<file path="config.mk">
export PLATFORM = sky130hd
export DESIGN_NAME = main_timer_capture_compare_ctrl
export DESIGN_NICKNAME = d
export VERILOG_FILES = /design/src/hw/timer_core_pkg.sv /design/src/hw/main_timer_capture_compare_ctrl.sv
export VERILOG_INCLUDE_DIRS = /design/src /design/src/hw
export SDC_FILE = /design/constraint.sdc
export NUM_CORES = 1
export LEC_CHECK = 0
export ABC_AREA = 1
export BUFFER_PORTS_ARGS = -buffer_cell sky130_fd_sc_hd__buf_2
export CORE_MARGIN = 2
export CORE_UTILIZATION = 50
export CTS_BUF_LIST = sky130_fd_sc_hd__clkbuf_16
export DETAILED_ROUTE_END_ITERATION = 7
export MAX_ROUTING_LAYER = met4
export PLACE_DENSITY = 0.67
export SLEW_MARGIN = 20
export SYNTH_ARGS = -nofsm -noshare
export SYNTH_HDL_FRONTEND = slang
export SYNTH_SLANG_ARGS = --single-unit
</file>
<file path="constraint.sdc">
create_clock -name clk_i -period 5.22 [get_ports clk_i]
set_input_delay 0.522 -clock clk_i [delete_from_list [all_inputs] [get_ports clk_i]]
set_output_delay 0.522 -clock clk_i [all_outputs]
set_load 0.01 [all_outputs]
</file>
<file path="src/hw/timer_core_cfg.svh">
// Offsets, field positions, reset values and timing counts of the timer core.
`ifndef TIMER_CORE_CFG_SVH
`define TIMER_CORE_CFG_SVH

// ----------------------------------------------------------------------------
// Register byte addresses
// ----------------------------------------------------------------------------
`define ADDR_CHAN_DIR     8'h80
`define ADDR_CH7_MASK     8'h82
`define ADDR_MAIN_COUNT   8'h84
`define ADDR_MAIN_COUNT_B 8'h85
`define ADDR_SYS_CTRL     8'h86
`define ADDR_OUT_ACT_HI   8'h88
`define ADDR_OUT_ACT_LO   8'h89
`define ADDR_CAP_EDGE_HI  8'h8A
`define ADDR_CAP_EDGE_LO  8'h8B
`define ADDR_CHAN_IRQ_EN  8'h8C
`define ADDR_OVF_PRE_CTRL 8'h8D
`define ADDR_CHAN_FLAGS   8'h8E
`define ADDR_OVF_FLAGS    8'h8F
`define ADDR_CHAN_BASE    8'h90
`define ADDR_ACC_A_HI     8'hA2
`define ADDR_ACC_A_LO     8'hA3
`define ADDR_ACC_B_HI     8'hA4
`define ADDR_ACC_B_LO     8'hA5

// ----------------------------------------------------------------------------
// Field positions and reset values
// ----------------------------------------------------------------------------
`define OVF_FLAG_BIT      7
`define RST_BYTE          8'h00
`define RST_WORD          16'h0000
`define COUNT_ALL_ONES    16'hFFFF

// ----------------------------------------------------------------------------
// Timing counts
// ----------------------------------------------------------------------------
`define PRE_STAGES        7
`define ACC_TICK_STAGES   6

`endif

</file>
<file path="src/hw/timer_core_pkg.sv">
// Types shared by the timer core and its users.
`default_nettype none
package timer_core_pkg;

   // System control byte, most significant field first.
   typedef struct packed {
      logic       timer_enable;
      logic       stop_in_wait;
      logic       stop_in_debug;
      logic       fast_flag_clear;
      logic [3:0] unused;
   } sys_ctrl_s;

   // Overflow interrupt and prescaler control byte.
   typedef struct packed {
      logic       overflow_irq_en;
      logic       spare_6;
      logic       pullup_en;
      logic       drive_reduce;
      logic       clear_on_ch7_match;
      logic [2:0] prescale_sel;
   } ovf_pre_ctrl_s;

   // Register port request from software.
   typedef struct packed {
      logic [7:0]  addr;
      logic [15:0] wdata;
      logic        wr;
      logic        rd;
   } reg_req_s;

   // Side-band outputs toward the accumulator and modulus counter blocks.
   typedef struct packed {
      logic acc_tick;
      logic acc_stop;
      logic modcnt_stop;
      logic acc_a_flag_clr;
      logic acc_b_flag_clr;
   } side_out_s;

endpackage
`default_nettype wire

</file>
<file path="src/hw/main_timer_capture_compare_ctrl.sv">
// Main timer core: counter, prescaler, capture and compare channels, flags.
`default_nettype none
`include "timer_core_cfg.svh"
module main_timer_capture_compare_ctrl (
   input  wire logic                       clk_i,
   input  wire logic                       rst_i,
   input  wire timer_core_pkg::reg_req_s   req_i,
   output logic [15:0]                     rdata_o,
   input  wire logic                       special_mode_n_i,
   input  wire logic                       wait_mode_i,
   input  wire logic                       debug_mode_i,
   input  wire logic [7:0]                 pin_i,
   input  wire logic [7:0]                 port_dir_i,
   output logic [7:0]                      pin_o,
   output logic [7:0]                      pin_oe_o,
   output logic                            timer_irq_o,
   output timer_core_pkg::side_out_s       side_o
);
   import timer_core_pkg::*;

   // -------------------------------------------------------------------------
   // Registers
   // -------------------------------------------------------------------------
   sys_ctrl_s     sys_q;
   ovf_pre_ctrl_s ovf_ctrl_q;
   logic [7:0]    chan_dir_sel_q;
   logic [7:0]    ch7_mask_q;
   logic [15:0]   out_action_q;
   logic [15:0]   cap_edge_q;
   logic [7:0]    chan_irq_en_q;
   logic [7:0]    chan_flag_q;
   logic [7:0]    chan_flag_d;
   logic          overflow_flag_q;
   logic          overflow_flag_d;
   logic [15:0]   main_count_q;
   logic [15:0]   main_count_d;
   logic [6:0]    pre_q;
   logic [2:0]    pre_sel_q;
   logic [7:0]    pin_prev_q;
   logic [7:0]    out_level_q;
   logic [7:0]    out_level_d;
   logic [15:0]   rdata_q;
   logic [15:0]   chan_value [8];

   // -------------------------------------------------------------------------
   // Bus decode
   // -------------------------------------------------------------------------
   wire        acc      = req_i.wr | req_i.rd;
   wire        wr_cnt   = req_i.wr && req_i.addr == `ADDR_MAIN_COUNT;
   wire        acc_cnt  = acc && (req_i.addr == `ADDR_MAIN_COUNT
                                  || req_i.addr == `ADDR_MAIN_COUNT_B);
   wire        wr_cflg  = req_i.wr && req_i.addr == `ADDR_CHAN_FLAGS;
   wire        wr_oflg  = req_i.wr && req_i.addr == `ADDR_OVF_FLAGS;
   wire        in_chan  = req_i.addr[7:4] == `ADDR_CHAN_BASE >> 4;
   wire [2:0]  chan_idx = req_i.addr[3:1];
   wire [7:0]  wbyte    = req_i.wdata[7:0];

   // -------------------------------------------------------------------------
   // Run conditions and prescaler
   // -------------------------------------------------------------------------
   // Wait stop halts all counting, masks the interrupt and raises both side stops; debug stop also halts acc_tick but leaves acc_stop low.
   wire wait_stop  = sys_q.stop_in_wait & wait_mode_i;
   wire debug_stop = sys_q.stop_in_debug & debug_mode_i;
   wire running    = sys_q.timer_enable & ~wait_stop & ~debug_stop;

   wire [6:0] pre_mask = 7'(({1'b0, 7'h7F} << pre_sel_q) >> 1) ^ 7'h00;
   wire [6:0] stage_mask = ~(7'h7F << pre_sel_q);
   wire       tick = running && ((pre_q & stage_mask) == stage_mask);
   wire       pre_zero = pre_q == 7'h00;

   // The selection is only loaded at a zero phase, so a mid-period change
   // never produces a runt tick.
   always_ff @(posedge clk_i) begin
      if (rst_i) begin
         pre_q     <= 7'h00;
         pre_sel_q <= 3'h0;
      end else begin
         if (running) begin
            pre_q <= pre_q + 7'h01;
         end
         if (pre_zero) begin
            pre_sel_q <= ovf_ctrl_q.prescale_sel;
         end
      end
   end

   // -------------------------------------------------------------------------
   // Main counter
   // -------------------------------------------------------------------------
   // The channel 7 match is seen on the tick that leaves its value.
   wire ch7_match = tick && chan_dir_sel_q[7] && main_count_q == chan_value[7];
   wire cnt_clear = ovf_ctrl_q.clear_on_ch7_match & ch7_match;
   wire wrap      = tick && !cnt_clear && main_count_q == `COUNT_ALL_ONES;

   // Software writes do not touch the prescaler phase.
   always_comb begin
      main_count_d = main_count_q;
      if (cnt_clear) begin
         main_count_d = `RST_WORD;
      end else if (tick) begin
         main_count_d = main_count_q + 16'h0001;
      end
      if (wr_cnt && !special_mode_n_i) begin
         main_count_d = req_i.wdata;
      end
   end

   always_ff @(posedge clk_i) begin
      if (rst_i) begin
         main_count_q <= `RST_WORD;
      end else begin
         main_count_q <= main_count_d;
      end
   end

   // -------------------------------------------------------------------------
   // Channels
   // -------------------------------------------------------------------------
   logic [7:0] chan_set;
   logic [7:0] chan_fast_clr;

   for (genvar g = 0; g < 8; g++) begin : g_chan
      logic [15:0] value_q;
      wire [1:0] act  = out_action_q[2*g+1 -: 2];
      wire [1:0] edg  = cap_edge_q[2*g+1 -: 2];
      wire rise       = pin_i[g] & ~pin_prev_q[g];
      wire fall       = ~pin_i[g] & pin_prev_q[g];
      wire cap_hit    = ~chan_dir_sel_q[g]
                        & ((edg[0] & rise) | (edg[1] & fall));
      wire cmp_hit    = tick & chan_dir_sel_q[g] & (main_count_q == value_q);
      wire sel        = in_chan && chan_idx == 3'(g);
      wire cmp_wr     = req_i.wr & sel & chan_dir_sel_q[g];

      // Writes in capture mode are dropped; captures take the live count.
      always_ff @(posedge clk_i) begin
         if (rst_i) begin
            value_q <= `RST_WORD;
         end else if (cap_hit) begin
            value_q <= main_count_q;
         end else if (cmp_wr) begin
            value_q <= req_i.wdata;
         end
      end

      assign chan_value[g]    = value_q;
      assign chan_set[g]      = cap_hit | cmp_hit;
      assign chan_fast_clr[g] = sys_q.fast_flag_clear
                                & ((req_i.rd & sel & ~chan_dir_sel_q[g])
                                   | cmp_wr);

      // The mask bit blocks the action from reaching the pin.
      always_comb begin
         out_level_d[g] = out_level_q[g];
         if (cmp_hit && !ch7_mask_q[g]) begin
            unique case (act)
               2'b00: out_level_d[g] = out_level_q[g];
               2'b01: out_level_d[g] = ~out_level_q[g];
               2'b10: out_level_d[g] = 1'b0;
               2'b11: out_level_d[g] = 1'b1;
            endcase
         end
      end

      assign pin_oe_o[g] = (act != 2'b00) ? 1'b1 : port_dir_i[g];
   end

   always_ff @(posedge clk_i) begin
      if (rst_i) begin
         pin_prev_q  <= `RST_BYTE;
         out_level_q <= `RST_BYTE;
      end else begin
         pin_prev_q  <= pin_i;
         out_level_q <= out_level_d;
      end
   end

   assign pin_o = out_level_q;

   // -------------------------------------------------------------------------
   // Flags
   // -------------------------------------------------------------------------
   // A set in the same cycle as a clear wins, so no event is lost.
   always_comb begin
      chan_flag_d = chan_flag_q & ~chan_fast_clr;
      if (wr_cflg) begin
         chan_flag_d = chan_flag_d & ~wbyte;
      end
      chan_flag_d = chan_flag_d | chan_set;
      overflow_flag_d = overflow_flag_q;
      if ((wr_oflg && wbyte[`OVF_FLAG_BIT])
          || (acc_cnt && sys_q.fast_flag_clear)) begin
         overflow_flag_d = 1'b0;
      end
      if (wrap) begin
         overflow_flag_d = 1'b1;
      end
   end

   // -------------------------------------------------------------------------
   // Control registers
   // -------------------------------------------------------------------------
   always_ff @(posedge clk_i) begin
      if (rst_i) begin
         sys_q           <= sys_ctrl_s'(`RST_BYTE);
         ovf_ctrl_q      <= ovf_pre_ctrl_s'(`RST_BYTE);
         chan_dir_sel_q  <= `RST_BYTE;
         ch7_mask_q      <= `RST_BYTE;
         out_action_q    <= `RST_WORD;
         cap_edge_q      <= `RST_WORD;
         chan_irq_en_q   <= `RST_BYTE;
         chan_flag_q     <= `RST_BYTE;
         overflow_flag_q <= 1'b0;
      end else begin
         chan_flag_q     <= chan_flag_d;
         overflow_flag_q <= overflow_flag_d;
         if (req_i.wr) begin
            unique case (req_i.addr)
               `ADDR_SYS_CTRL:     sys_q              <= sys_ctrl_s'(wbyte);
               `ADDR_OVF_PRE_CTRL: ovf_ctrl_q         <= ovf_pre_ctrl_s'(wbyte);
               `ADDR_CHAN_DIR:     chan_dir_sel_q     <= wbyte;
               `ADDR_CH7_MASK:     ch7_mask_q         <= wbyte;
               `ADDR_OUT_ACT_HI:   out_action_q[15:8] <= wbyte;
               `ADDR_OUT_ACT_LO:   out_action_q[7:0]  <= wbyte;
               `ADDR_CAP_EDGE_HI:  cap_edge_q[15:8]   <= wbyte;
               `ADDR_CAP_EDGE_LO:  cap_edge_q[7:0]    <= wbyte;
               `ADDR_CHAN_IRQ_EN:  chan_irq_en_q      <= wbyte;
               default:            ;
            endcase
         end
      end
   end

   // -------------------------------------------------------------------------
   // Read path
   // -------------------------------------------------------------------------
   // The counter word is taken whole in one cycle, so both bytes agree.
   logic [15:0] rd_word;
   always_comb begin
      rd_word = `RST_WORD;
      if (in_chan) begin
         rd_word = chan_value[chan_idx];
      end else begin
         unique case (req_i.addr)
            `ADDR_MAIN_COUNT:   rd_word = main_count_q;
            `ADDR_SYS_CTRL:     rd_word = {8'h00, sys_q};
            `ADDR_OVF_PRE_CTRL: rd_word = {8'h00, ovf_ctrl_q};
            `ADDR_CHAN_DIR:     rd_word = {8'h00, chan_dir_sel_q};
            `ADDR_CH7_MASK:     rd_word = {8'h00, ch7_mask_q};
            `ADDR_OUT_ACT_HI:   rd_word = {8'h00, out_action_q[15:8]};
            `ADDR_OUT_ACT_LO:   rd_word = {8'h00, out_action_q[7:0]};
            `ADDR_CAP_EDGE_HI:  rd_word = {8'h00, cap_edge_q[15:8]};
            `ADDR_CAP_EDGE_LO:  rd_word = {8'h00, cap_edge_q[7:0]};
            `ADDR_CHAN_IRQ_EN:  rd_word = {8'h00, chan_irq_en_q};
            `ADDR_CHAN_FLAGS:   rd_word = {8'h00, chan_flag_q};
            `ADDR_OVF_FLAGS:    rd_word = {8'h00, overflow_flag_q, 7'h00};
            default:            rd_word = `RST_WORD;
         endcase
      end
   end

   // Read data stand for exactly one cycle after the strobe.
   always_ff @(posedge clk_i) begin
      if (rst_i) begin
         rdata_q <= `RST_WORD;
      end else begin
         rdata_q <= req_i.rd ? rd_word : `RST_WORD;
      end
   end

   assign rdata_o = rdata_q;

   // -------------------------------------------------------------------------
   // Interrupt and side-band outputs
   // -------------------------------------------------------------------------
   // A frozen timer in wait must not be able to wake the processor.
   wire chan_req = |(chan_flag_q & chan_irq_en_q);
   wire ovf_req  = overflow_flag_q & ovf_ctrl_q.overflow_irq_en;
   assign timer_irq_o = (chan_req | ovf_req) & ~wait_stop;

   wire acc_a_hit = acc && (req_i.addr == `ADDR_ACC_A_HI
                            || req_i.addr == `ADDR_ACC_A_LO);
   wire acc_b_hit = acc && (req_i.addr == `ADDR_ACC_B_HI
                            || req_i.addr == `ADDR_ACC_B_LO);

   assign side_o.acc_tick       = running
                                  && pre_q[`ACC_TICK_STAGES-1:0] == 6'h3F;
   assign side_o.acc_stop       = wait_stop;
   assign side_o.modcnt_stop    = wait_stop | debug_stop;
   assign side_o.acc_a_flag_clr = sys_q.fast_flag_clear & acc_a_hit;
   assign side_o.acc_b_flag_clr = sys_q.fast_flag_clear & acc_b_hit;

   wire unused_ok = ^{pre_mask, ovf_ctrl_q.spare_6, sys_q.unused};

endmodule
`default_nettype wire

</file>
## Yosys cells after proc, flatten, opt, wreduce, memory -nomap -nowiden

Index checks and enable logic that the tools add are counted.

- Flip-flop bits (word level): 267
- Logic and storage cells: 424
- Input port bits: 47
- Output and inout bits: 38

- Shifts and indexed selects: 1
- Reduce and logical (&&, ||, !) cells: 92
- Mux-type cells: 43
- Bitwise gates (word level): 184
- Order comparisons: 1
- Add/sub/neg operators: 2
- Equal/unequal tests: 60

Operators with widths:

| cell | count |
|---|---|
| $mux 16 | 22 |
| $pmux 16 s12 | 1 |
| $eq 8x8->1 const B | 17 |
| $eq 16x16->1 | 8 |
| $and 1x1->1 | 105 |
| $bmux 16 s3 | 1 |
| $not 1->1 | 43 |
| $reduce_and 2->1 | 17 |
| $reduce_bool 2->1 | 17 |
| $eq 2x2->1 const B | 16 |
| $logic_and 1x1->1 | 31 |
| $or 1x1->1 | 27 |
| $and 8x8->8 | 3 |
| $pmux 1 s3 | 8 |
| $add 16x1->16 const B | 1 |
| $eq 16x16->1 const B | 1 |
| $eq 2x1->1 const B | 8 |
| $logic_not 2->1 | 8 |
| $not 8->8 | 2 |
| $eq 3x3->1 const B | 4 |
| $logic_not 1->1 | 10 |
| $mux 1 | 10 |
| $mux 8 | 1 |
| $or 8x8->8 | 1 |
| 17 further kinds | 21 |

## Longest topological paths before layout

- Word-level depth: 12
- Mapped depth: 14
- Gate-level depth less buffers: 12

## Worst setup path after synthesis

OpenSTA, ideal clock, no wires.

- Path kind: in2out
- Start point: input req_i[21] in the netlist's numbering
- End point: output side_o[0] in the netlist's numbering
- Arrival: 1,603 ps
- Setup slack: 3,095 ps
- Buffers on the path: 3
- Cell stages on the path: 6
- Required time: 4,698 ps
- Cells stage by stage: buf_2 > inv_4 > clkbuf_1 > clkbuf_1 > nand3_1 > nor2_1

RTL lines:

| what | line | text |
|---|---|---|
| start: declaration | main_timer_capture_compare_ctrl.sv:7 | `input wire timer_core_pkg::reg_req_s req_i,` |
| end: declaration | main_timer_capture_compare_ctrl.sv:17 | `output timer_core_pkg::side_out_s side_o` |

## Final worst setup path

- Start point: register main_count_q[6]
- End point: register out_level_q[7], in the netlist pin_o[7]

- Cells in the longest elaborated chain, start to end: 4

RTL lines:

| what | line | text |
|---|---|---|
| start: declaration | main_timer_capture_compare_ctrl.sv:35 | `logic [15:0] main_count_q;` |
| start signal: assignment | main_timer_capture_compare_ctrl.sv:110 | `` main_count_q <= `RST_WORD; `` |
| start signal: assignment | main_timer_capture_compare_ctrl.sv:112 | `main_count_q <= main_count_d;` |
| $eq 16x16->1 | main_timer_capture_compare_ctrl.sv:130 | `wire cmp_hit = tick & chan_dir_sel_q[g] & (main_count_q == value_q);` |
| $and 1x1->1 | main_timer_capture_compare_ctrl.sv:130 |  |
| $logic_and 1x1->1 | main_timer_capture_compare_ctrl.sv:154 | `if (cmp_hit && !ch7_mask_q[g]) begin` |
| $reduce_and 2->1 (no line) | -- |  |
| end signal: assignment | main_timer_capture_compare_ctrl.sv:170 | `` out_level_q <= `RST_BYTE; `` |
| end signal: assignment | main_timer_capture_compare_ctrl.sv:173 | `out_level_q <= out_level_d;` |
| end: declaration | main_timer_capture_compare_ctrl.sv:40 | `logic [7:0] out_level_q;` |

Every way passes these cells.
A chain may end at the register's enable or synchronous reset.

==> metrics.txt <==
vias in the first global route=17.1k; Hold Path Stages=3; Tmin final=3450 ps; Yosys top cell area share=0.322; RR Endpoint=pin_o[7]; clock slew at reported path FFs=60 ps; Syn. warnings=0; max_slew headroom=0.246; Worst Setup Path Type=flip-flop to flip-flop; Peak VDD IR=0.000250 V; WL/cell=22.7 µm; clock sinks=267; CTS Buf Count=34; Seq cells post-synth=267; ys async rst share=0; measured slew at the worst slew-check pin=1130 ps; Gates resized, CTS repair=0; ANT nets after route=0; syn_nets=2709; Setup Fix Bufs, Post-CTS=0; Core ar.=0.0326 mm²; CP Data Required Time=5670 ps; Setup TNS=0 ps; final WL=70200 µm; largest area contributor in the synthesized netlist=dfxtp_1; CTS tree=built; io pins=85; post-synth design cell area=0.0166 mm²; drt first pass iters=6; Filler cells=3336; share of cells above drive strength 1=0.0827; Mean Syn Cell Area=6.25 µm²; Min-Delay Startpoint=pin_i[4]; drt drc=0; CP startpoint kind=flip-flop; status=complete, no violations; GR Util All Layers=0.399; Rows=66; skew final=20.5 ps; EDFF count, synth=0; unrepaired setup endpoints after global routing=no; Hold Crit Class=primary input to flip-flop; Die X-Extent=186 µm; full die area=0.0347 mm²; critical path capture point type=flip-flop; drt first-iter violations=2469; H-tree depth=2; Chip Height=186 µm; dpl cells=3032; WP data arrival=3900 ps; CTS Buffer Depth=3; Clock Tree Root=clkbuf_16; Synth Flop Type=dfxtp_1; GP Congestion=0.992; antenna violations before repair=1; fmax=290 MHz; via count=19.0k; most frequent cells in the layout=nand2_1 (627), inv_1 (286), dfxtp_1 (267); GR Overflow Total=0; synth top area cells=dfxtp_1 (32%), nand2_1 (14%), o21ai_0 (6.7%); endpoints failing setup=0; Leak=7.74 nW; Power Dens Cells=266 mW/mm²; vias per cell=6.16; first-pass GRT wire length=104000 µm; flop2flop setup slack=1770 ps; Final Slew Violations=0; Seq/Total Area, Yosys=0.322; Hold Path End=pin_prev_q[4]; max cap viols=0; clk_lat worst skew=530 ps; Final Hold Fails=0; PortBufs=84; Nets=2676; post-cts hold buffer count=0; reg2reg path depth=10; Final period util=0.661; Finished Layout Cells=3091; post-DP HPWL=48900 µm; Synth cell types=48; Initial Util=0.509; r2r startpoint=main_count_q[6]; largest net degree at the start of global routing=149; most common cell after layout, fill and taps aside=nand2_1; crit path max fanout=22; synth-to-layout area growth=9.37%; Mapped Cells=2659
[cell families after synthesis]
kind of cell             count (synthesis)  synth area share
AO/OA/AOI/OAI                          635             0.221
XOR/XNOR                                48            0.0253
adder cells (fa/ha/maj)                  3           0.00226
buffers and inverters                  484             0.116
flip-flops                             267             0.322
AND/OR/NAND/NOR                       1222             0.314
[stage by stage]
step	setup WS, ps	hold slack (ps)	power (W)	util	instance area (µm²)
2_1_floorplan	3100	424	0.00230	-	16600
3_3_place_gp	1940	438	0.00241	0.522	17000
3_5_place_dp	1880	441	0.00241	0.522	17000
4_1_cts	1910	225	0.00483	0.557	18200
5_1_grt	1570	251	0.00493	0.557	18200
6_report	1770	232	0.00483	0.557	18200
[routing by layer]
layer | global-route usage | vias up | part of all wire
met5 | - | - | 0
li1 | - | 8781 | -
met2 | 0.603 | 1198 | 0.44
met1 | 0.528 | 8859 | 0.40
met3 | 0.0688 | 196 | 0.11
met4 | 0.162 | 0 | 0.042
[cells in the mapped netlist (4+ instances only)]
library cell  number
a211oi_1          15
a21oi_1          163
a22oi_1           12
a31oi_1          100
and2_1             6
and3_1             6
buf_1             19
buf_2             42
buf_4              5
buf_6              4
clkbuf_1         110
clkinv_1           7
dfxtp_1          267
inv_1            281
inv_2             14
nand2_1          627
nand2_2            9
nand3_1          216
nand3b_1           8
nand4_1           43
nor2_1           245
nor2_2             4
nor3_1            37
o2111ai_1         14
o211ai_1           5
o21ai_0          222
o21ai_1           15
o221ai_1          18
o22ai_1           55
o31ai_1            4
o31ai_2            6
or2_2              8
xnor2_1           15
xor2_1            33
[critical path, stage by stage, from the launching register on]
cell	delay, ps
dfxtp_1	980
clkinv_1	750
nand2_1	240
nand2_1	70
nor2_1	100
nand2_1	50
nor2_1	210
inv_1	70
nor3_1	590
nand3_1	130
a21oi_1	170
[report_power, final]
group | leakage, nW | internal (W) | switching (W) | total (W)
Sequential | 2.15 | 0.00205 | 0.00000951 | 0.00206
Clock | 0.575 | 0.00147 | 0.000986 | 0.00245
Combinational | 5.01 | 0.0000762 | 0.000244 | 0.000320
[registers in the layout, summed over array words and instances, names as in the netlist]
register and flops:
g_chan.value_q 128, cap_edge_q 16, main_count_q 16, out_action_q 16, rdata_o 16, ch7_mask_q 8
chan_dir_sel_q 8, chan_flag_q 8, chan_irq_en_q 8, ovf_ctrl_q 8, pin_o 8, pin_prev_q 8
sys_q 8, pre_q 7, pre_sel_q 3, overflow_flag_q 1
[cell type report]
cell class	instances	area, µm²	area share
Tap cell	442	553	0.0304
Antenna cell	1	2.50	0.000138
Clock inverter	23	255	0.0140
Inverter	304	1150	0.0632
Multi-Input combinational cell	1908	9360	0.515
Timing Repair Buffer	111	636	0.0350
Clock buffer	35	876	0.0482
Sequential cell	267	5350	0.294
[worst max-delay path by stage]
stage	startpoint	end	cells after the start	slack, ps
2_1_floorplan	req_i[21]	side_o[0]	6	3100
3_3_place_gp	pin_i[5]	g_chan[5].value_q[12]	7	1940
3_5_place_dp	pin_i[5]	g_chan[5].value_q[3]	7	1880
4_1_cts	main_count_q[6]	main_count_q[13]	9	1910
5_1_grt	main_count_q[6]	main_count_q[10]	9	1570
6_report	main_count_q[6]	pin_o[7]	10	1770
(Power assumes the default switching activity.)
